==> src/frl_pkg.sv <==
// shared constants of the fan ramp limiter: register indices, fields,
// reset values and the step table.
// assumes apb byte addressing with one 32-bit word per register index.

package frl_pkg;

  // ------------------------------------------------------------------
  // register indices (byte address is four times the index)
  // ------------------------------------------------------------------
  localparam logic [7:0] FRL_IDX_DYN_START = 8'h0b;
  localparam logic [7:0] FRL_IDX_ACOU_A    = 8'h1a;
  localparam logic [7:0] FRL_IDX_ACOU_B    = 8'h1b;
  localparam logic [7:0] FRL_IDX_OPPT_BASE = 8'h20;
  localparam logic [7:0] FRL_IDX_DUTY_BASE = 8'h28;

  // ------------------------------------------------------------------
  // reset values
  // ------------------------------------------------------------------
  localparam logic [7:0] FRL_RST_REG  = 8'h00;
  localparam logic [7:0] FRL_RST_DUTY = 8'h00;

  // ------------------------------------------------------------------
  // field positions
  // ------------------------------------------------------------------
  localparam int FRL_NCH        = 4;
  localparam int FRL_ARM_LSB    = 2;
  localparam int FRL_EN_LO_BIT  = 0;
  localparam int FRL_EN_HI_BIT  = 1;
  localparam int FRL_STEP_LO_LSB = 2;
  localparam int FRL_STEP_HI_LSB = 5;
  localparam int FRL_STEP_W     = 3;

  // ------------------------------------------------------------------
  // pwm slots and ramp steps
  // ------------------------------------------------------------------
  localparam logic [7:0] FRL_SLOT_LAST = 8'hfe;
  localparam logic [7:0] FRL_STEP_TAB [8] = '{
    8'h01, 8'h02, 8'h03, 8'h05, 8'h08, 8'h0c, 8'h18, 8'h30
  };

  // full-scale ramp times at the smallest and largest step, in ms
  localparam int FRL_RAMP_SLOW_MS = 35000;
  localparam int FRL_RAMP_FAST_MS = 800;

endpackage

==> src/frl_ramp_limiter.sv <==
// fan pwm ramp limiter: apb register file, thermal alarm capture of
// operating points, and four slew-limited pwm channels.
// assumes the fan loop on core_clk delivers duty targets with a pulse
// per channel and remote temperatures as steady words.
//
// How it works
// dynamic start-temperature register bits 5..2 arm per-channel capture.
// armed channel copies its remote temperature into operating point on alarm.
// unarmed channel ignores alarm; operating point keeps software value.
// smoothing off: computed duty goes to output at once.
// smoothing on: duty change per update bounded by selected step.
// acoustic register a bit 0 smooths channel a, bit 1 channel b.
// acoustic register b bit 0 smooths channel c, bit 1 channel d.
// each channel chooses smoothing independently of the others.
// pwm period has 255 slots; one slot is the smallest increment.
// target above applied duty: add the selected step of 1 to 48.
// target below applied duty: subtract the selected step.
// result of each step is stored as the next comparison base.
// step code 000..111 means 1,2,3,5,8,12,24,48 slots.
// channel b step code sits in acoustic register a bits 7..5.
// full ramp lasts about 35 s at step 1, 0.8 s at step 48.
// channel c step code sits in acoustic register b bits 4..2.
// channel d step code sits in acoustic register b bits 7..5.
// step clamps at target, never overshoots; equal values stay put.
// one step per channel per new computed duty from the loop.
//
// Implementation choice: register access over APB.

`timescale 1ns/1ns
`default_nettype none

module frl_ramp_limiter
  import frl_pkg::*;
#(
  parameter int ADDR_W   = 12,
  parameter int SLOT_DIV = 16
)
(
  // clock and reset
  input  wire logic              core_clk,
  input  wire logic              rst,
  // apb slave
  input  wire logic              psel,
  input  wire logic              penable,
  input  wire logic              pwrite,
  input  wire logic [ADDR_W-1:0] paddr,
  input  wire logic [31:0]       pwdata,
  input  wire logic [3:0]        pstrb,
  output logic      [31:0]       prdata,
  output logic                   pready,
  output logic                   pslverr,
  // fan loop side
  input  wire logic [3:0]        duty_update,
  input  wire logic [3:0][7:0]   duty_target,
  input  wire logic [3:0][7:0]   remote_temp,
  output logic      [3:0][7:0]   op_point,
  output logic      [3:0][7:0]   applied_duty,
  // pins
  input  wire logic              thermal_alarm_input_n,
  output logic      [3:0]        pwm_out
);

  // ------------------------------------------------------------------
  // elaboration checks
  // ------------------------------------------------------------------
  if (ADDR_W < 10 || ADDR_W > 16)
    $error("frl_ramp_limiter: ADDR_W must lie in 10..16");
  if (SLOT_DIV < 1 || SLOT_DIV > 65535)
    $error("frl_ramp_limiter: SLOT_DIV must lie in 1..65535");

  // ------------------------------------------------------------------
  // register storage
  // ------------------------------------------------------------------
  logic [7:0] dyn_start_temp_control_1;
  logic [7:0] acoustic_smoothing_ctrl_a;
  logic [7:0] acoustic_smoothing_ctrl_b;

  // ------------------------------------------------------------------
  // apb decode
  // ------------------------------------------------------------------
  logic [ADDR_W-3:0] idx;
  logic              aligned;
  logic              hit_dyn;
  logic              hit_aca;
  logic              hit_acb;
  logic              hit_op;
  logic              hit_duty;
  logic              mapped;
  logic [1:0]        sub;
  logic              setup_ph;
  logic              wr_take;
  logic [7:0]        rd_byte;
  logic [7:0]        wbyte;

  assign idx      = paddr[ADDR_W-1:2];
  assign aligned  = (paddr[1:0] == 2'b00);
  assign sub      = idx[1:0];
  assign hit_dyn  = aligned && (idx == (ADDR_W-2)'(FRL_IDX_DYN_START));
  assign hit_aca  = aligned && (idx == (ADDR_W-2)'(FRL_IDX_ACOU_A));
  assign hit_acb  = aligned && (idx == (ADDR_W-2)'(FRL_IDX_ACOU_B));
  assign hit_op   = aligned &&
                    (idx[ADDR_W-3:2] == (ADDR_W-4)'(FRL_IDX_OPPT_BASE >> 2));
  assign hit_duty = aligned &&
                    (idx[ADDR_W-3:2] == (ADDR_W-4)'(FRL_IDX_DUTY_BASE >> 2));
  assign mapped   = hit_dyn || hit_aca || hit_acb || hit_op || hit_duty;

  assign setup_ph = psel && !penable;
  // zero wait states: every access phase completes at once
  assign pready   = 1'b1;
  assign wr_take  = psel && penable && pready && pwrite && pstrb[0];
  assign wbyte    = pwdata[7:0];

  assign rd_byte  = hit_dyn  ? dyn_start_temp_control_1  :
                    hit_aca  ? acoustic_smoothing_ctrl_a :
                    hit_acb  ? acoustic_smoothing_ctrl_b :
                    hit_op   ? op_point[sub]             :
                    hit_duty ? applied_duty[sub]         :
                    8'h00;

  // read data and error are caught in the setup cycle so that both
  // leave flip-flops during the access phase
  always_ff @(posedge core_clk or posedge rst)
  begin
    if (rst)
      prdata <= 32'h0000_0000;
    else if (setup_ph)
      prdata <= pwrite ? 32'h0000_0000 : {24'h00_0000, rd_byte};
  end

  always_ff @(posedge core_clk or posedge rst)
  begin
    if (rst)
      pslverr <= 1'b0;
    else if (setup_ph)
      pslverr <= !mapped;
  end

  // ------------------------------------------------------------------
  // control registers
  // ------------------------------------------------------------------
  always_ff @(posedge core_clk or posedge rst)
  begin
    if (rst)
      dyn_start_temp_control_1 <= FRL_RST_REG;
    else if (wr_take && hit_dyn)
      dyn_start_temp_control_1 <= wbyte;
  end

  always_ff @(posedge core_clk or posedge rst)
  begin
    if (rst)
      acoustic_smoothing_ctrl_a <= FRL_RST_REG;
    else if (wr_take && hit_aca)
      acoustic_smoothing_ctrl_a <= wbyte;
  end

  always_ff @(posedge core_clk or posedge rst)
  begin
    if (rst)
      acoustic_smoothing_ctrl_b <= FRL_RST_REG;
    else if (wr_take && hit_acb)
      acoustic_smoothing_ctrl_b <= wbyte;
  end

  // ------------------------------------------------------------------
  // per-channel field split
  // ------------------------------------------------------------------
  logic [3:0]      smooth_en;
  logic [3:0][2:0] step_sel;
  logic [3:0]      capture_arm;

  // each output carries its own enable, so two outputs fed from one
  // temperature can ramp differently
  assign smooth_en[0] = acoustic_smoothing_ctrl_a[FRL_EN_LO_BIT];
  assign smooth_en[1] = acoustic_smoothing_ctrl_a[FRL_EN_HI_BIT];
  assign smooth_en[2] = acoustic_smoothing_ctrl_b[FRL_EN_LO_BIT];
  assign smooth_en[3] = acoustic_smoothing_ctrl_b[FRL_EN_HI_BIT];

  assign step_sel[0] =
    acoustic_smoothing_ctrl_a[FRL_STEP_LO_LSB +: FRL_STEP_W];
  assign step_sel[1] =
    acoustic_smoothing_ctrl_a[FRL_STEP_HI_LSB +: FRL_STEP_W];
  assign step_sel[2] =
    acoustic_smoothing_ctrl_b[FRL_STEP_LO_LSB +: FRL_STEP_W];
  assign step_sel[3] =
    acoustic_smoothing_ctrl_b[FRL_STEP_HI_LSB +: FRL_STEP_W];

  assign capture_arm =
    dyn_start_temp_control_1[FRL_ARM_LSB +: FRL_NCH];

  // ------------------------------------------------------------------
  // thermal alarm synchroniser and assertion edge
  // ------------------------------------------------------------------
  logic alarm_meta;
  logic alarm_sync;
  logic alarm_prev;
  logic alarm_rise;

  // pin is active low and idles high
  always_ff @(posedge core_clk or posedge rst)
  begin
    if (rst)
    begin
      alarm_meta <= 1'b1;
      alarm_sync <= 1'b1;
      alarm_prev <= 1'b1;
    end
    else
    begin
      alarm_meta <= thermal_alarm_input_n;
      alarm_sync <= alarm_meta;
      alarm_prev <= alarm_sync;
    end
  end

  // only the assertion edge captures, so a held alarm does not keep
  // overwriting the value software may write later
  assign alarm_rise = alarm_prev && !alarm_sync;

  // ------------------------------------------------------------------
  // operating-point registers
  // ------------------------------------------------------------------
  logic [3:0] op_capture;
  logic [3:0] op_write;
  logic [7:0] slot;

  assign op_capture = {FRL_NCH{alarm_rise}} & capture_arm;

  genvar ch;
  for (ch = 0; ch < FRL_NCH; ch++)
  begin : g_ch
    assign op_write[ch] = wr_take && hit_op && (sub == 2'(ch));

    // hardware capture wins over a software write in the same cycle
    always_ff @(posedge core_clk or posedge rst)
    begin
      if (rst)
        op_point[ch] <= FRL_RST_REG;
      else if (op_capture[ch])
        op_point[ch] <= remote_temp[ch];
      else if (op_write[ch])
        op_point[ch] <= wbyte;
    end

    frl_slew u_slew (
      .core_clk  (core_clk),
      .rst       (rst),
      .update    (duty_update[ch]),
      .smooth_en (smooth_en[ch]),
      .step_sel  (step_sel[ch]),
      .target    (duty_target[ch]),
      .slot      (slot),
      .duty      (applied_duty[ch]),
      .pwm_out   (pwm_out[ch])
    );
  end

  // ------------------------------------------------------------------
  // pwm slot timing
  // ------------------------------------------------------------------
  // ramp duration follows the loop update rate: 255 updates at step 1
  // give the full-scale time, so the loop period sets it
  logic [15:0] slot_div_cnt;
  logic        slot_tick;

  assign slot_tick = (slot_div_cnt == 16'(SLOT_DIV - 1));

  always_ff @(posedge core_clk or posedge rst)
  begin
    if (rst)
      slot_div_cnt <= 16'h0000;
    else if (slot_tick)
      slot_div_cnt <= 16'h0000;
    else
      slot_div_cnt <= slot_div_cnt + 16'h0001;
  end

  // slots run 0..254, 255 per period
  always_ff @(posedge core_clk or posedge rst)
  begin
    if (rst)
      slot <= 8'h00;
    else if (slot_tick)
      slot <= (slot == FRL_SLOT_LAST) ? 8'h00 : slot + 8'h01;
  end

  // ------------------------------------------------------------------
  // ramp time reference
  // ------------------------------------------------------------------
  // update period in us needed so 255 single-slot steps span the slow ramp;
  // exported only for integration checks
  localparam int RAMP_UPDATE_US = (FRL_RAMP_SLOW_MS * 1000) / 255;

endmodule // frl_ramp_limiter

`default_nettype wire

==> src/frl_slew.sv <==
// one pwm channel: duty slew limiter and 255-slot pwm comparator.
// assumes update is a one-cycle pulse from logic on core_clk.

`timescale 1ns/1ns
`default_nettype none

module frl_slew
  import frl_pkg::*;
(
  // clock and reset
  input  wire logic       core_clk,
  input  wire logic       rst,
  // control
  input  wire logic       update,
  input  wire logic       smooth_en,
  input  wire logic [2:0] step_sel,
  input  wire logic [7:0] target,
  input  wire logic [7:0] slot,
  // outputs
  output logic      [7:0] duty,
  output logic            pwm_out
);

  logic [7:0] step;
  logic [7:0] gap_up;
  logic [7:0] gap_dn;
  logic [7:0] next_duty;

  assign step   = FRL_STEP_TAB[step_sel];
  assign gap_up = target - duty;
  assign gap_dn = duty - target;

  always_comb
  begin
    next_duty = duty;
    if (update)
    begin
      if (!smooth_en)
        next_duty = target;
      else if (target > duty)
        next_duty = (gap_up > step) ? duty + step : target;
      else if (target < duty)
        next_duty = (gap_dn > step) ? duty - step : target;
      else
        next_duty = duty;
    end
  end

  // the stored value is the base of the next comparison
  always_ff @(posedge core_clk or posedge rst)
  begin
    if (rst)
      duty <= FRL_RST_DUTY;
    else
      duty <= next_duty;
  end

  // duty of 255 keeps the output high through all slots 0..254
  always_ff @(posedge core_clk or posedge rst)
  begin
    if (rst)
      pwm_out <= 1'b0;
    else
      pwm_out <= (slot < duty);
  end

endmodule // frl_slew

`default_nettype wire

==> config.mk <==
export PLATFORM = sky130hd
export DESIGN_NAME = frl_ramp_limiter
export DESIGN_NICKNAME = d
export VERILOG_FILES = /design/src/frl_pkg.sv /design/src/frl_ramp_limiter.sv /design/src/frl_slew.sv
export SDC_FILE = /design/constraint.sdc
export NUM_CORES = 1
export LEC_CHECK = 0
export BUFFER_PORTS_ARGS = -buffer_cell sky130_fd_sc_hd__buf_2
export CAP_MARGIN = 20
export CORE_MARGIN = 3
export CORE_UTILIZATION = 59
export DETAILED_ROUTE_END_ITERATION = 6
export PLACE_DENSITY = 0.83
export SLEW_MARGIN = 20
export SYNTH_ARGS = -nofsm -noshare
export SYNTH_HDL_FRONTEND = slang
export SYNTH_SLANG_ARGS = --single-unit
==> constraint.sdc <==
create_clock -name core_clk -period 5 [get_ports core_clk]
set_clock_uncertainty 0.15 [all_clocks]
set_input_delay 0.25 -clock core_clk [delete_from_list [all_inputs] [get_ports core_clk]]
set_output_delay 0.25 -clock core_clk [all_outputs]
set_load 0.1 [all_outputs]
==> impl_metrics.csv <==
group,metric,value,unit
outcome,status,"finished clean",
die,initial_core_util,61.1,%
pwr,leakage,7.76,nW
pwr,combPwrFrac,62.7,%
pwr,p_sw,3.61,mW
final_layout,multi_input_area,9440,sq um
clock_tree,cts-buffers-inserted,17,
synth,ys.flop_type,"dfrtp_1",
grt,grt_use_met1,40.8,%
die,die_area,24800,sq um
route,dr.pass1.iters,6,
synth,synth_cell_types,89,
sta,fin_crit,4.35,ns
final_layout,antenna_cells,0,
die,rows,54,
clock_tree,cts-resized-gates,0,
final_layout,final_common_cell,"ha_1",
pwr,swShare,50.9,%
clock_tree,clockBufferDepth,2,
final_layout,drive_gt1_share,16.7,%
sta,finalCritPeriodShare,87.0,%
placement,routabilityCongestion,0.970,
run,maxCapViolCount,0,
clock_tree,clockRootBuffer,"clkbuf_16",
route,via_per_inst,6.39,
worst_setup_path,crit_arrival,4.48,ns
pwr,p_clk_share,17.9,%
sta,rsz0062_at_grt,"false",
die,coreArea,22200,sq um
grt,use_met3,5.14,%
route,drt_wl_total,40900,um
grt,grt_pass1_vias,12500,
worst_setup_path,critPathMaxFanout,7,
synth,synth.area.top_cells,"dfrtp_1 (23%), ha_1 (18%), o21ai_0 (4.4%)",
grt,grt_first_pass_wirelength,63700,um
die,fp.dieW,157,um
worst_setup_path,start_kind,"flop",
synth,yosysSeqAreaShare,23.7,%
final_layout,fin_nets,2062,
route,via_count,12900,
placement,portBuffers,171,
grt,antenna_found_initial,0,
sta,finalHoldViolCount,0,
sta,finalSetupViolCount,0,
synth,yosysTopAreaCell,"dfrtp_1",
sta,fin_setup_tns,0,ns
synth,netlist_instances,1550,
synth,yosys.area.top_type_share,23.1,%
sta,tightest_slew,0.992,ns
route,post_drt_wl_per_cell,20.2,um
die,io_pins,224,
synth,async_flop_share,100,%
grt,grt_max_degree,89,
clock_tree,cts_setup_buffers,0,
clock_tree,clock-sinks,128,
synth,synth-seq-cells,128,
sta,finalMaxSlewViolations,0,
clock_tree,clk_pin_slew,0.07,ns
grt,busiest_layer,"met2",
sta,relSlewSlack,33.7,%
route,drtAntennaViolNets,0,
route,drt_iter0_drc,1138,
final_layout,layout_common_cells,"ha_1 (191), buf_2 (171), inv_1 (139)",
final_layout,seqCellArea,3210,sq um
final_layout,fill_cells,1677,
pwr,power_density,458,nW/um^2
grt,grt_usage,32.3,%
synth,synth_area,13500,sq um
final_layout,fin_util,69.8,%
pwr,p_int,3.48,mW
clock_tree,htree_levels,4,
clock_tree,cts_tree,"done",
pwr,vdd_drop_max,0.000590,V
pwr,power_frac_seq,19.3,%
die,die_h,157,um
worst_setup_path,path_class,"reg2reg",
final_layout,syn_to_final_growth,14.3,%
worst_setup_path,required,5.13,ns
route,drc,0,
grt,use_met2,54.5,%
synth,synth_edf_count,0,
synth,synth_warnings,0,
clock_tree,clk_latency,0.44,ns
min_path,hold_class,"in2reg",
sta,clock.fmax,230,MHz
placement,hpwl,30100,um
worst_setup_path,cp-end-kind,"flop",
synth,syn_area_per_cell,8.73,sq um
grt,grt-ovfl-total,0,
## synth_stat cells, types with 7 or more instances
cell type / count
buf_2: 15
and3_1: 11
mux2_2: 19
xor2_1: 27
inv_1: 140
or3_1: 9
nand3_1: 30
mux4_2: 16
nand4_1: 11
nor2b_1: 31
o21bai_1: 14
a221oi_1: 7
a31oi_1: 10
a222oi_1: 8
nand2_1: 129
and4_1: 8
mux2i_1: 52
o21ai_0: 119
o211ai_1: 8
xnor2_1: 47
buf_4: 31
a211oi_1: 18
fa_1: 16
o221a_2: 10
o31ai_1: 10
or2_2: 9
clkbuf_1: 31
and2_1: 9
dfrtp_1: 125
a21o_1: 42
nor3_1: 15
nand2b_1: 27
a21oi_1: 101
ha_1: 191
o22ai_1: 7
nor2_1: 78
o21a_1: 18
## routing by layer
metal  wire length (um)  part of all wire [%]
met5                  0                     0
met4               2000                   4.9
met3               3390                   8.3
met2              19500                    48
met1              16000                    39
## logic make-up (layout without fill, tap and decap cells)
logic type               count (synthesis)  count (layout)  synth area share (%)
multiplexers                            87              87                  8.09
XOR/XNOR                                74              74                  4.79
AO/OA/AOI/OAI                          439             439                  21.8
flip-flops                             128             128                  23.7
AND/OR/NAND/NOR                        391             391                  14.3
buffers and inverters                  222             395                  7.21
other                                    2              25                0.0555
adder cells (fa/ha/maj)                207             207                  20.0
## per-stage QoR
stage | worst slack, ns | std cells | hold WS, ns | instance area, sq um | power, mW
after floorplan | 0.630 | 1573 | 0.104 | 13600 | 4.79
after global placement | 0.943 | 1949 | 0.196 | 14400 | 5.58
after detailed placement | 0.803 | 1949 | 0.198 | 14400 | 5.71
after CTS | 0.729 | 2024 | 0.00142 | 15400 | 7.01
after global routing | 0.420 | 2026 | 0.0165 | 15500 | 7.54
final | 0.650 | 2026 | 0.00453 | 15500 | 7.09
## final cells by class
class | instances | share of cell area [%]
flip-flops and latches | 128 | 20.7
clock buffers | 17 | 2.75
repair buffers | 222 | 8.71
clock inverters | 15 | 1.06
well taps | 280 | 2.27
inverters | 141 | 3.45
multi-input cells | 1223 | 61.0
## state kept, by name (all words and copies together), names as in the netlist, 4 cells and up
| name | count |
|---|---|
| prdata | 8 |
| op_point | 32 |
| acoustic_smoothing_ctrl_b | 8 |
| slot_div_cnt | 16 |
| g_ch.u_slew.duty | 32 |
| slot | 8 |
| g_ch.u_slew.pwm_out | 4 |
| acoustic_smoothing_ctrl_a | 8 |
| dyn_start_temp_control_1 | 8 |
## critical path, cell delays in order (launching register included)
cell and delay [ns]:
dfrtp_1 0.59, inv_1 0.28, fa_1 0.51, a21o_1 0.20, a21oi_1 0.17, xnor2_1 0.15
ha_1 0.27, nand3_1 0.10, a2bb2oi_1 0.17, a21oi_1 0.14, o31ai_2 0.47, nor2_1 0.17
o21ai_0 0.59, o221ai_1 0.23
## power by group through the flow
stage | sequential, mW | clock (mW) | combinational [mW]
6_report | 1.37 | 1.27 | 4.45
3_5_place_dp | 1.37 | 0 | 4.34
3_3_place_gp | 1.37 | 0 | 4.21
5_1_grt | 1.38 | 1.31 | 4.85
4_1_cts | 1.36 | 1.26 | 4.39
2_1_floorplan | 1.96 | 0 | 2.83
## worst paths after layout
kind / cells past startpoint / end / slack (ns) / start
min reg2reg: 0 / alarm_sync / 0.21 / alarm_meta
max: 13 / g_ch[3].u_slew.duty[0] / 0.65 / g_ch[3].u_slew.duty[1]
max reg2reg: 13 / g_ch[3].u_slew.duty[0] / 0.65 / g_ch[3].u_slew.duty[1]
min: 2 / g_ch[0].u_slew.duty[7] / 0.005 / duty_target[7]
max in group asynchronous: 4 / g_ch[0].u_slew.duty[3] / 3.23 / rst
min in group asynchronous: 3 / g_ch[1].u_slew.duty[5] / 0.38 / rst
## what timing repair did
action | 4_1_cts | 5_1_grt
hold buffers | 43 | 0
endpoints found under the setup margin | 0 | 0
hold endpoints to repair | 126 | 0
Power figures use the tool's default switching activity.
